==> config.mk <==
export PLATFORM = sky130hd
export DESIGN_NAME = acr_core_ctrl
export DESIGN_NICKNAME = d
export VERILOG_FILES = /design/src/acr_pkg.sv /design/src/acr_core_ctrl.sv
export SDC_FILE = /design/constraint.sdc
export NUM_CORES = 1
export LEC_CHECK = 0
export CORE_MARGIN = 1
export CORE_UTILIZATION = 40
export DETAILED_ROUTE_END_ITERATION = 10
export DONT_BUFFER_PORTS = 1
export PLACE_DENSITY = 0.55
export SLEW_MARGIN = 30
export SYNTH_ARGS = -nofsm -noshare
export SYNTH_HDL_FRONTEND = slang
export SYNTH_SLANG_ARGS = --single-unit
==> constraint.sdc <==
create_clock -name clk -period 4.2 [get_ports clk]
set_input_delay 0.84 -clock clk [delete_from_list [all_inputs] [get_ports clk]]
set_output_delay 0.84 -clock clk [all_outputs]
set_load 0.005 [all_outputs]
==> src/acr_pkg.sv <==
// Purpose: constants and types shared by the amplifier control registers
// Assumes: 8-bit register port from the control-port byte engine
// Notes:   all offsets and field positions of the four registers
package acr_pkg;

  // register offsets in page 0 of book 0
  localparam logic [7:0] ACR_OFS_RESET = 8'h01;
  localparam logic [7:0] ACR_OFS_CONFIG = 8'h02;
  localparam logic [7:0] ACR_OFS_POWER = 8'h03;
  localparam logic [7:0] ACR_OFS_WRAP = 8'h0f;

  // reset values
  localparam logic [7:0] ACR_RST_CONFIG = 8'h00;
  localparam logic [7:0] ACR_RST_POWER = 8'h10;
  localparam logic [7:0] ACR_RST_WRAP = 8'h00;
  localparam logic [7:0] ACR_ZERO_BYTE = 8'h00;

  // field positions
  localparam int ACR_CORE_RST_BIT = 4;
  localparam int ACR_REG_RST_BIT = 0;
  localparam int ACR_FSW_LSB = 4;
  localparam int ACR_FSW_MSB = 6;
  localparam int ACR_BRIDGE_BIT = 2;
  localparam int ACR_MOD_LSB = 0;
  localparam int ACR_MOD_MSB = 1;
  localparam int ACR_PROC_RST_BIT = 4;
  localparam int ACR_MUTE_BIT = 3;
  localparam int ACR_PSTATE_LSB = 0;
  localparam int ACR_PSTATE_MSB = 1;
  localparam int ACR_WRAP_BIT = 3;

  // page addressing
  localparam logic [7:0] ACR_PAGE_LAST = 8'h7f;
  localparam logic [7:0] ACR_PAGE_RESTART = 8'h08;
  localparam logic [7:0] ACR_PAGE_FIRST = 8'h00;
  localparam logic [7:0] ACR_CTRL_PAGE = 8'h00;
  localparam logic [7:0] ACR_CTRL_BOOK = 8'h00;

  // soft mute ramp timing
  localparam int ACR_CLK_PERIOD_NS = 10;
  localparam int ACR_RAMP_STEP_NS = 1000;
  localparam int ACR_RAMP_STEP_CYC =
    (ACR_RAMP_STEP_NS + ACR_CLK_PERIOD_NS - 1) / ACR_CLK_PERIOD_NS;

  typedef enum logic [2:0] {
    ACR_FSW_768K = 3'h0,
    ACR_FSW_384K = 3'h1,
    ACR_FSW_310K = 3'h2,
    ACR_FSW_480K = 3'h3,
    ACR_FSW_576K = 3'h4
  } acr_fsw_type;

  typedef enum logic [1:0] {
    ACR_MOD_BD          = 2'h0,
    ACR_MOD_ONE_SIDED   = 2'h1,
    ACR_MOD_LOW_IDLE    = 2'h2
  } acr_mod_type;

  typedef enum logic [1:0] {
    ACR_PS_DEEP_SLEEP = 2'h0,
    ACR_PS_SLEEP      = 2'h1,
    ACR_PS_HIZ        = 2'h2,
    ACR_PS_PLAY       = 2'h3
  } acr_pstate_type;

  typedef enum logic [1:0] {
    ACR_CMD_SETADDR = 2'h0,
    ACR_CMD_WRITE   = 2'h1,
    ACR_CMD_READ    = 2'h2
  } acr_cmd_kind_type;

  typedef struct packed {
    logic             valid;
    acr_cmd_kind_type kind;
    logic [7:0]       page;
    logic [7:0]       data;
  } acr_cmd_type;

endpackage

==> src/acr_core_ctrl.sv <==
// Purpose: control register group of a stereo class-d amplifier core
// Assumes: byte commands from the control-port engine on clk
// Notes:   reset requests are pulses, never stored
// How it works
// - core reset resets processor and all registers, clears coefficients.
// - register reset restores all registers; coefficient memory untouched.
// - both reset request bits are write-only and read back as zero.
// - bits 6-4 pick 768k/384k/310k/480k/576k switching; 101-111 reserved.
// - bit 2 selects bridge-tied-load when 0, parallel bridge when 1.
// - bits 1-0 select BD, one-sided pulse width, or low-idle modulation.
// - processor reset bit resets to 1; clearing it starts processor output.
// - mute bit ramps volume smoothly down; clearing ramps it back up.
// - bits 1-0 pick deep sleep, sleep, high-z, play; reset is deep sleep.
// - wrap bit 0, nonzero book: page end continues at address 8, next page.
// - wrap bit 1: page end returns to address 0 of same page.
`timescale 1ns/1ns
`default_nettype none
module acr_core_ctrl #(
  parameter int GAIN_W = 8
) (
  input  wire logic              clk,
  input  wire logic              rst_n,
  input  wire logic              clk_en,
  input  wire acr_pkg::acr_cmd_type cmd,
  input  wire logic [7:0]        book,
  output logic [7:0]             rdata,
  output logic                   rvalid,
  output logic [7:0]             cur_page,
  output logic [7:0]             cur_addr,
  output logic                   core_reset_pulse,
  output logic [2:0]             switching_frequency_field,
  output logic                   bridge_config_bit,
  output logic [1:0]             modulation_field,
  output logic                   processor_reset_bit,
  output logic                   mute_req,
  output logic [1:0]             power_state,
  output logic                   page_wrap_bit,
  output logic [GAIN_W-1:0]      gain
);

  localparam logic [GAIN_W-1:0] GAIN_MAX = {GAIN_W{1'b1}};
  localparam logic [GAIN_W-1:0] GAIN_MIN = '0;
  localparam logic [GAIN_W-1:0] GAIN_ONE = GAIN_W'(1);
  localparam logic [15:0] STEP_LAST = 16'(acr_pkg::ACR_RAMP_STEP_CYC - 1);

  logic [7:0]        config_q;
  logic [7:0]        power_q;
  logic [7:0]        wrap_q;
  logic [7:0]        addr_q;
  logic [7:0]        page_q;
  logic [7:0]        rdata_q;
  logic              rvalid_q;
  logic              core_pulse_q;
  logic [GAIN_W-1:0] gain_q;
  logic [15:0]       step_q;

  // decode
  wire ctrl_sel = (page_q == acr_pkg::ACR_CTRL_PAGE)
                  && (book == acr_pkg::ACR_CTRL_BOOK);
  wire is_wr    = cmd.valid && (cmd.kind == acr_pkg::ACR_CMD_WRITE);
  wire is_rd    = cmd.valid && (cmd.kind == acr_pkg::ACR_CMD_READ);
  wire is_set   = cmd.valid && (cmd.kind == acr_pkg::ACR_CMD_SETADDR);
  wire reg_wr   = is_wr && ctrl_sel;
  wire wr_reset = reg_wr && (addr_q == acr_pkg::ACR_OFS_RESET);
  wire wr_cfg   = reg_wr && (addr_q == acr_pkg::ACR_OFS_CONFIG);
  wire wr_pwr   = reg_wr && (addr_q == acr_pkg::ACR_OFS_POWER);
  wire wr_wrap  = reg_wr && (addr_q == acr_pkg::ACR_OFS_WRAP);
  wire core_req = wr_reset && cmd.data[acr_pkg::ACR_CORE_RST_BIT];
  wire regs_req = wr_reset && cmd.data[acr_pkg::ACR_REG_RST_BIT];
  wire any_rst  = core_req || regs_req;

  // read mux; reset request register always reads zero
  wire [7:0] rd_mux =
    !ctrl_sel                            ? acr_pkg::ACR_ZERO_BYTE :
    (addr_q == acr_pkg::ACR_OFS_CONFIG) ? config_q :
    (addr_q == acr_pkg::ACR_OFS_POWER)  ? power_q  :
    (addr_q == acr_pkg::ACR_OFS_WRAP)   ? wrap_q   :
                                          acr_pkg::ACR_ZERO_BYTE;

  // auto-increment; book 0 always wraps within its page
  wire at_end    = (addr_q == acr_pkg::ACR_PAGE_LAST);
  wire go_next   = (book != acr_pkg::ACR_CTRL_BOOK)
                   && !wrap_q[acr_pkg::ACR_WRAP_BIT];
  wire [7:0] addr_inc = at_end ? (go_next ? acr_pkg::ACR_PAGE_RESTART
                                          : acr_pkg::ACR_PAGE_FIRST)
                               : addr_q + 8'h01;
  wire [7:0] page_inc = (at_end && go_next) ? page_q + 8'h01 : page_q;

  // ramp target: full gain unless muted
  wire [GAIN_W-1:0] gain_tgt = power_q[acr_pkg::ACR_MUTE_BIT] ? GAIN_MIN
                                                             : GAIN_MAX;
  wire step_done = (step_q == STEP_LAST);

  always_ff @(posedge clk) begin
    if (!rst_n) begin
      config_q <= acr_pkg::ACR_RST_CONFIG;
      power_q  <= acr_pkg::ACR_RST_POWER;
      wrap_q   <= acr_pkg::ACR_RST_WRAP;
    end else if (clk_en) begin
      if (any_rst) begin
        config_q <= acr_pkg::ACR_RST_CONFIG;
        power_q  <= acr_pkg::ACR_RST_POWER;
        wrap_q   <= acr_pkg::ACR_RST_WRAP;
      end else begin
        if (wr_cfg) config_q <= cmd.data;
        if (wr_pwr) power_q  <= cmd.data;
        if (wr_wrap) wrap_q  <= cmd.data;
      end
    end
  end

  // pointer survives a register reset; it is not a control register
  always_ff @(posedge clk) begin
    if (!rst_n) begin
      addr_q <= acr_pkg::ACR_PAGE_FIRST;
      page_q <= acr_pkg::ACR_CTRL_PAGE;
    end else if (clk_en) begin
      if (is_set) begin
        addr_q <= cmd.data;
        page_q <= cmd.page;
      end else if (is_wr || is_rd) begin
        addr_q <= addr_inc;
        page_q <= page_inc;
      end
    end
  end

  always_ff @(posedge clk) begin
    if (!rst_n) begin
      rdata_q      <= acr_pkg::ACR_ZERO_BYTE;
      rvalid_q     <= 1'b0;
      core_pulse_q <= 1'b0;
    end else if (clk_en) begin
      rvalid_q     <= is_rd;
      core_pulse_q <= core_req;
      if (is_rd) rdata_q <= rd_mux;
    end
  end

  // one gain step per ramp interval avoids pops
  always_ff @(posedge clk) begin
    if (!rst_n) begin
      gain_q <= GAIN_MIN;
      step_q <= '0;
    end else if (clk_en) begin
      if (gain_q == gain_tgt || step_done) step_q <= '0;
      else step_q <= step_q + 16'h0001;
      if (step_done && gain_q > gain_tgt) gain_q <= gain_q - GAIN_ONE;
      else if (step_done && gain_q < gain_tgt) gain_q <= gain_q + GAIN_ONE;
    end
  end

  assign rdata                     = rdata_q;
  assign rvalid                    = rvalid_q;
  assign cur_page                  = page_q;
  assign cur_addr                  = addr_q;
  assign core_reset_pulse          = core_pulse_q;
  assign switching_frequency_field =
    config_q[acr_pkg::ACR_FSW_MSB:acr_pkg::ACR_FSW_LSB];
  assign bridge_config_bit         = config_q[acr_pkg::ACR_BRIDGE_BIT];
  assign modulation_field          =
    config_q[acr_pkg::ACR_MOD_MSB:acr_pkg::ACR_MOD_LSB];
  assign processor_reset_bit       = power_q[acr_pkg::ACR_PROC_RST_BIT];
  assign mute_req                  = power_q[acr_pkg::ACR_MUTE_BIT];
  assign power_state               =
    power_q[acr_pkg::ACR_PSTATE_MSB:acr_pkg::ACR_PSTATE_LSB];
  assign page_wrap_bit             = wrap_q[acr_pkg::ACR_WRAP_BIT];
  assign gain                      = gain_q;
endmodule
`default_nettype wire

# After elaboration in Yosys (flattened, before gate mapping)
# Cells that the tools add are included.
[op_classes]
n_addsub = 5
n_lt_le_gt_ge = 2
eq_ne = 9
muxes = 21
reduce_logical = 36
[ops]
columns = ["operator", "n"]
rows = [
  ["2-to-1 mux 8 bit", 19],
  ["adder 8 x 1 -> 8 bit (second input constant)", 3],
  ["adder 16 x 1 -> 16 bit (second input constant)", 1],
  ["== test 16 x 7 -> 1 bit (second input constant)", 1],
  ["== test 8 x 2 -> 1 bit (second input constant)", 2],
  ["logical NOT 8 bit", 2],
  ["2-to-1 mux 16 bit", 1],
  ["logical AND 1 bit", 15],
  ["AND reduction 2 bit", 6],
  ["nonzero test 2 bit", 6],
  ["== test 8 x 1 -> 1 bit (second input constant)", 1],
  ["== test 8 x 4 -> 1 bit (second input constant)", 1],
  ["== test 8 x 7 -> 1 bit (second input constant)", 1],
  ["== test 8 bit", 1],
  ["> comparator 8 bit", 1],
  ["less-than comparator 8 bit", 1],
  ["nonzero test 8 bit", 1],
  ["subtractor 8 x 1 -> 8 bit (second input constant)", 1],
  ["2-to-1 mux 4 bit", 1],
  ["logical OR 1 bit", 3],
  ["AND reduction 3 bit", 1],
  ["== test 2 x 1 -> 1 bit (second input constant)", 1],
  ["== test 2 bit (second input constant)", 1],
  ["logical NOT 2 bit", 1],
  ["logical NOT 1 bit", 1],
]
[totals]
ff_bits = 74
input_bits = 30
out_inout_bits = 45
elab_cells = 83

# Longest topological paths before layout
[logic_depth]
depth_word = 8
mapped_depth = 14
ltp_nobuf = 14

# Least setup slack after synthesis
# OpenSTA, ideal clock, no wires.
[synth_timing]
path_kind = "register to register"
start = "register power_q[3]"
end = "register gain_q[7], in the netlist gain[7]"
setup_ns = 0.146
arrival_time_ns = 2.930
required_ns = 4.054
path_slack_ns = 1.124
stages_incl_launch_ff = 15
path_buffers = 0
synth_period_minus_slack_ns = 3.076
cell_sequence = "dfxtp_1 inv_1 ha_1 nand4_1 or2_2 nand2_1 a21o_1 inv_1 ha_1 a21oi_1 o211ai_1 o41ai_1 a2111oi_0 a221oi_1 o311ai_0"
[synth_via]
elab_chain_len = 5
word_cells_on_any_way = 8
classes_between = "order compare: 2; mux: 2; reduce/logical: 4"
[synth_lines]
columns = ["item", "line_no", "rtl"]
rows = [
  ["from (decl)", "acr_core_ctrl.sv:47", "logic [7:0] power_q;"],
  ["from (signal assigned)", "acr_core_ctrl.sv:97", "power_q <= acr_pkg::ACR_RST_POWER;"],
  ["from (signal assigned)", "acr_core_ctrl.sv:102", "power_q <= acr_pkg::ACR_RST_POWER;"],
  ["from (signal assigned)", "acr_core_ctrl.sv:106", "if (wr_pwr) power_q <= cmd.data;"],
  ["2-to-1 mux 8 bit (*)", "acr_core_ctrl.sv:90", "wire [GAIN_W-1:0] gain_tgt = power_q[acr_pkg::ACR_MUTE_BIT] ? GAIN_MIN"],
  ["> comparator 8 bit / less-than comparator 8 bit (equally long branches)", "acr_core_ctrl.sv:148, acr_core_ctrl.sv:149", ""],
  ["logical AND 1 bit (on tied branches)", "acr_core_ctrl.sv:148, acr_core_ctrl.sv:149", ""],
  ["nonzero test 2 bit (no line)", "n/a", ""],
  ["AND reduction 2 bit (no line)", "n/a", ""],
  ["to (signal assigned)", "acr_core_ctrl.sv:148", "if (step_done && gain_q > gain_tgt) gain_q <= gain_q - GAIN_ONE;"],
  ["to (signal assigned)", "acr_core_ctrl.sv:149", "else if (step_done && gain_q < gain_tgt) gain_q <= gain_q + GAIN_ONE;"],
  ["to (decl)", "acr_core_ctrl.sv:54", "logic [GAIN_W-1:0] gain_q;"],
]
# Mark *: on every way between the ends. The rest lies on a longest branch, timed or not.
# A chain may end at the register's enable or synchronous reset.

# Final worst setup path
# Same ends and word-level chain as after synthesis.

==> run metrics <==
status completed; first-pass GRT wire length 16410 µm; FP Rows 37; multi-input logic area 2532 µm²; Final Cycle Share 86.27%; CORE AREA 10280 µm²; hpwl dp 7128 µm; Peak VDD IR 174.4 µV; type of destination of the critical path flip-flop; initial antenna violation count 0; area delta synth->final 5.741%; Max FO, Critical Path 11; total grt overflow 0; RSZ-0062 raised after global routing no; CP Class flip-flop to flip-flop; number of I/O port buffers 0; Top Ports 75; DR iter-0 viols 104; Fill cells 1045; MaxCap Viol Count 0; maximum root-to-sink buffer count 2; diode count 0; pin count of the biggest net entering global routing 64; antenna-violating nets left 0; max_slew headroom 55.35%; fmax 0.2760 GHz; Die ar. 10930 µm²; Yosys warnings 0; Worst-Margin Slew 0.6678 ns; Tot Pwr 1.343 mW; ys async rst share 0%; min cycle time layout 3.623 ns; layout cell share with drive strength beyond 1 6.017%; GRT Util Overall 18.84%; Nets 528; Initial Util 40.93%; routability congestion estimate 0.8251; Post-synth EDFFs 0; Lkg Pwr 1.547 nW; Clock Latency Late Sink 0.35 ns; Final Skew 0.007609 ns; TritonCTS clock tree yes; post-DR wirelength/cell 16.20 µm; Clk pin slew, worst setup/hold paths 0.08 ns; TNS Setup 0 ns; Mapped Area 4207 µm²; drt pass-1 iters 4; most frequent cells in the layout dfxtp_1 (74), nor2b_1 (49), nor2_1 (44), nand2_1 (35), mux2i_1 (28); pwr/cell area 301.9 nW/µm²; CTS Sinks 74; die width 104.6 µm; worst min-delay path category flip-flop to flip-flop; number of global-route vias before repair 3227; commonest non-fill, non-tap cell in the layout dfxtp_1; setup violators final 0; DRC viols 0; Distinct cells, synth 57; Top FF cell, synth dfxtp_1; Seq/Total Area, Yosys 35.22%; syn_nets 543; cts hold-fix bufs 0; CTS Root Cell clkbuf_8; Final Max Tran Viols 0; die height 104.6 µm; WHS 0.5251 ns; average instance area after synthesis 8.550 µm²; post_cts resized 0; type of origin of the critical path flip-flop; total CTS buffers 9; routed vias 3427; drt total wl 10010 µm; Worst Path Required 4.41 ns; post-synthesis register bit count 74; FF/Latch Area 1481 µm²; H-tree depth 3; Arr. time, crit path 3.84 ns; routed vias/inst 5.545; postcts setup bufs 0; Final Hold Vio Count 0; Cells after Synth 492
[registers in the layout, summed over array words and instances (netlist names)]
name and flops:
config_q 8, core_reset_pulse 1, cur_addr 8, cur_page 8, gain 8, power_q 8, rdata 8, rvalid 1
step_q 16, wrap_q 8
[layout make-up]
cell class	instances	share of cell area, %
inverter	13	1.097
timing repair buffer	2	0.3376
clock inverter	6	1.632
tap	136	3.826
sequential	74	33.31
clock buffer	10	2.869
multi-input combinational	377	56.93
[Yosys cell counts, types with 2 or more instances]
library cell  count  area share, %
a21boi_0         11            2.0
a21o_1            3           0.54
a21oi_1          25            3.0
a22oi_1          16            2.9
a31oi_1           3           0.45
and2_1            5           0.74
and3_1            6           0.89
and4_1            5            1.0
buf_2             2           0.24
buf_4            11            2.0
clkbuf_1         14            1.2
dfxtp_1          74             35
ha_1             20            5.9
inv_1            13            1.2
mux2i_1          28            6.7
nand2_1          35            3.1
nand3_1          18            2.1
nand3b_1          2           0.36
nand4_1          10            1.5
nand4b_1          2           0.42
nor2_1           44            3.9
nor2b_1          49            7.3
nor3_1            7           0.83
nor3_2            2           0.48
nor3b_1           4           0.71
nor4_1            6           0.89
nor4b_1           2           0.42
o211a_1           5            1.2
o211ai_1          4           0.71
o21a_1            4           0.71
o21ai_0          18            2.1
o311ai_0          2           0.42
o31ai_1           2           0.36
xnor2_1           8            1.7
xor2_1           10            2.1
[logic make-up after synthesis]
logic type      synth area share, %
xor+xnor                      3.748
buf+inv                       4.700
simple gates                  26.56
fa+ha+maj                     6.425
compound gates                16.69
mux                           6.663
flops                         35.22
[layer usage]
metal / track usage, % / vias up / wire length (µm) / part of all wire [%]
met5: 0 / - / 0 / 0
met4: 6.429 / 0 / 123 / 1.2
met3: 4.492 / 9 / 529 / 5.3
met2: 31.13 / 77 / 4766 / 48
met1: 23.93 / 1609 / 4589 / 46
li1: - / 1732 / - / -
[critical path, stage by stage, from the launching register on]
cell and delay (ns):
dfxtp_1 0.61, ha_1 0.33, nor2b_1 0.14, o211ai_1 0.22
a21o_1 0.17, a21o_1 0.16, inv_1 0.15, ha_1 0.31
a21oi_1 0.21, o211ai_1 0.15, o41ai_1 0.51, a2111oi_0 0.14
a221oi_1 0.23, o311ai_0 0.16
[power by group]
group	switching (mW)	internal [mW]
logic	0.0329	0.0250
clock network	0.290	0.281
registers	0.00824	0.706
total	0.331	1.01
[final timing paths]
kind / start / endpoint / slack, ns / depth (start not counted)
setup / recovery: power_q[3]$_SDFFE_PN0P_ / gain[7]$_SDFFE_PN0P_ / 0.58 / 13
hold / removal: wrap_q[2]$_SDFFE_PN0P_ / wrap_q[2]$_SDFFE_PN0P_ / 0.53 / 2
setup reg to reg: power_q[3]$_SDFFE_PN0P_ / gain[7]$_SDFFE_PN0P_ / 0.58 / 13
hold reg to reg: wrap_q[2]$_SDFFE_PN0P_ / wrap_q[2]$_SDFFE_PN0P_ / 0.53 / 2
[through the flow]
| step | instances | utilization [%] | cell area (µm²) | setup WS [ns] |
|---|---|---|---|---|
| after floorplan | 492 | - | 4207 | 1.124 |
| after global placement | 602 | 41.33 | 4248 | 0.7677 |
| after detailed placement | 602 | 41.33 | 4248 | 0.6009 |
| after CTS | 618 | 43.28 | 4448 | 0.5729 |
| after global routing | 618 | 43.28 | 4448 | 0.1975 |
| final | 618 | 43.28 | 4448 | 0.5765 |
Power figures use the tool's default switching activity.
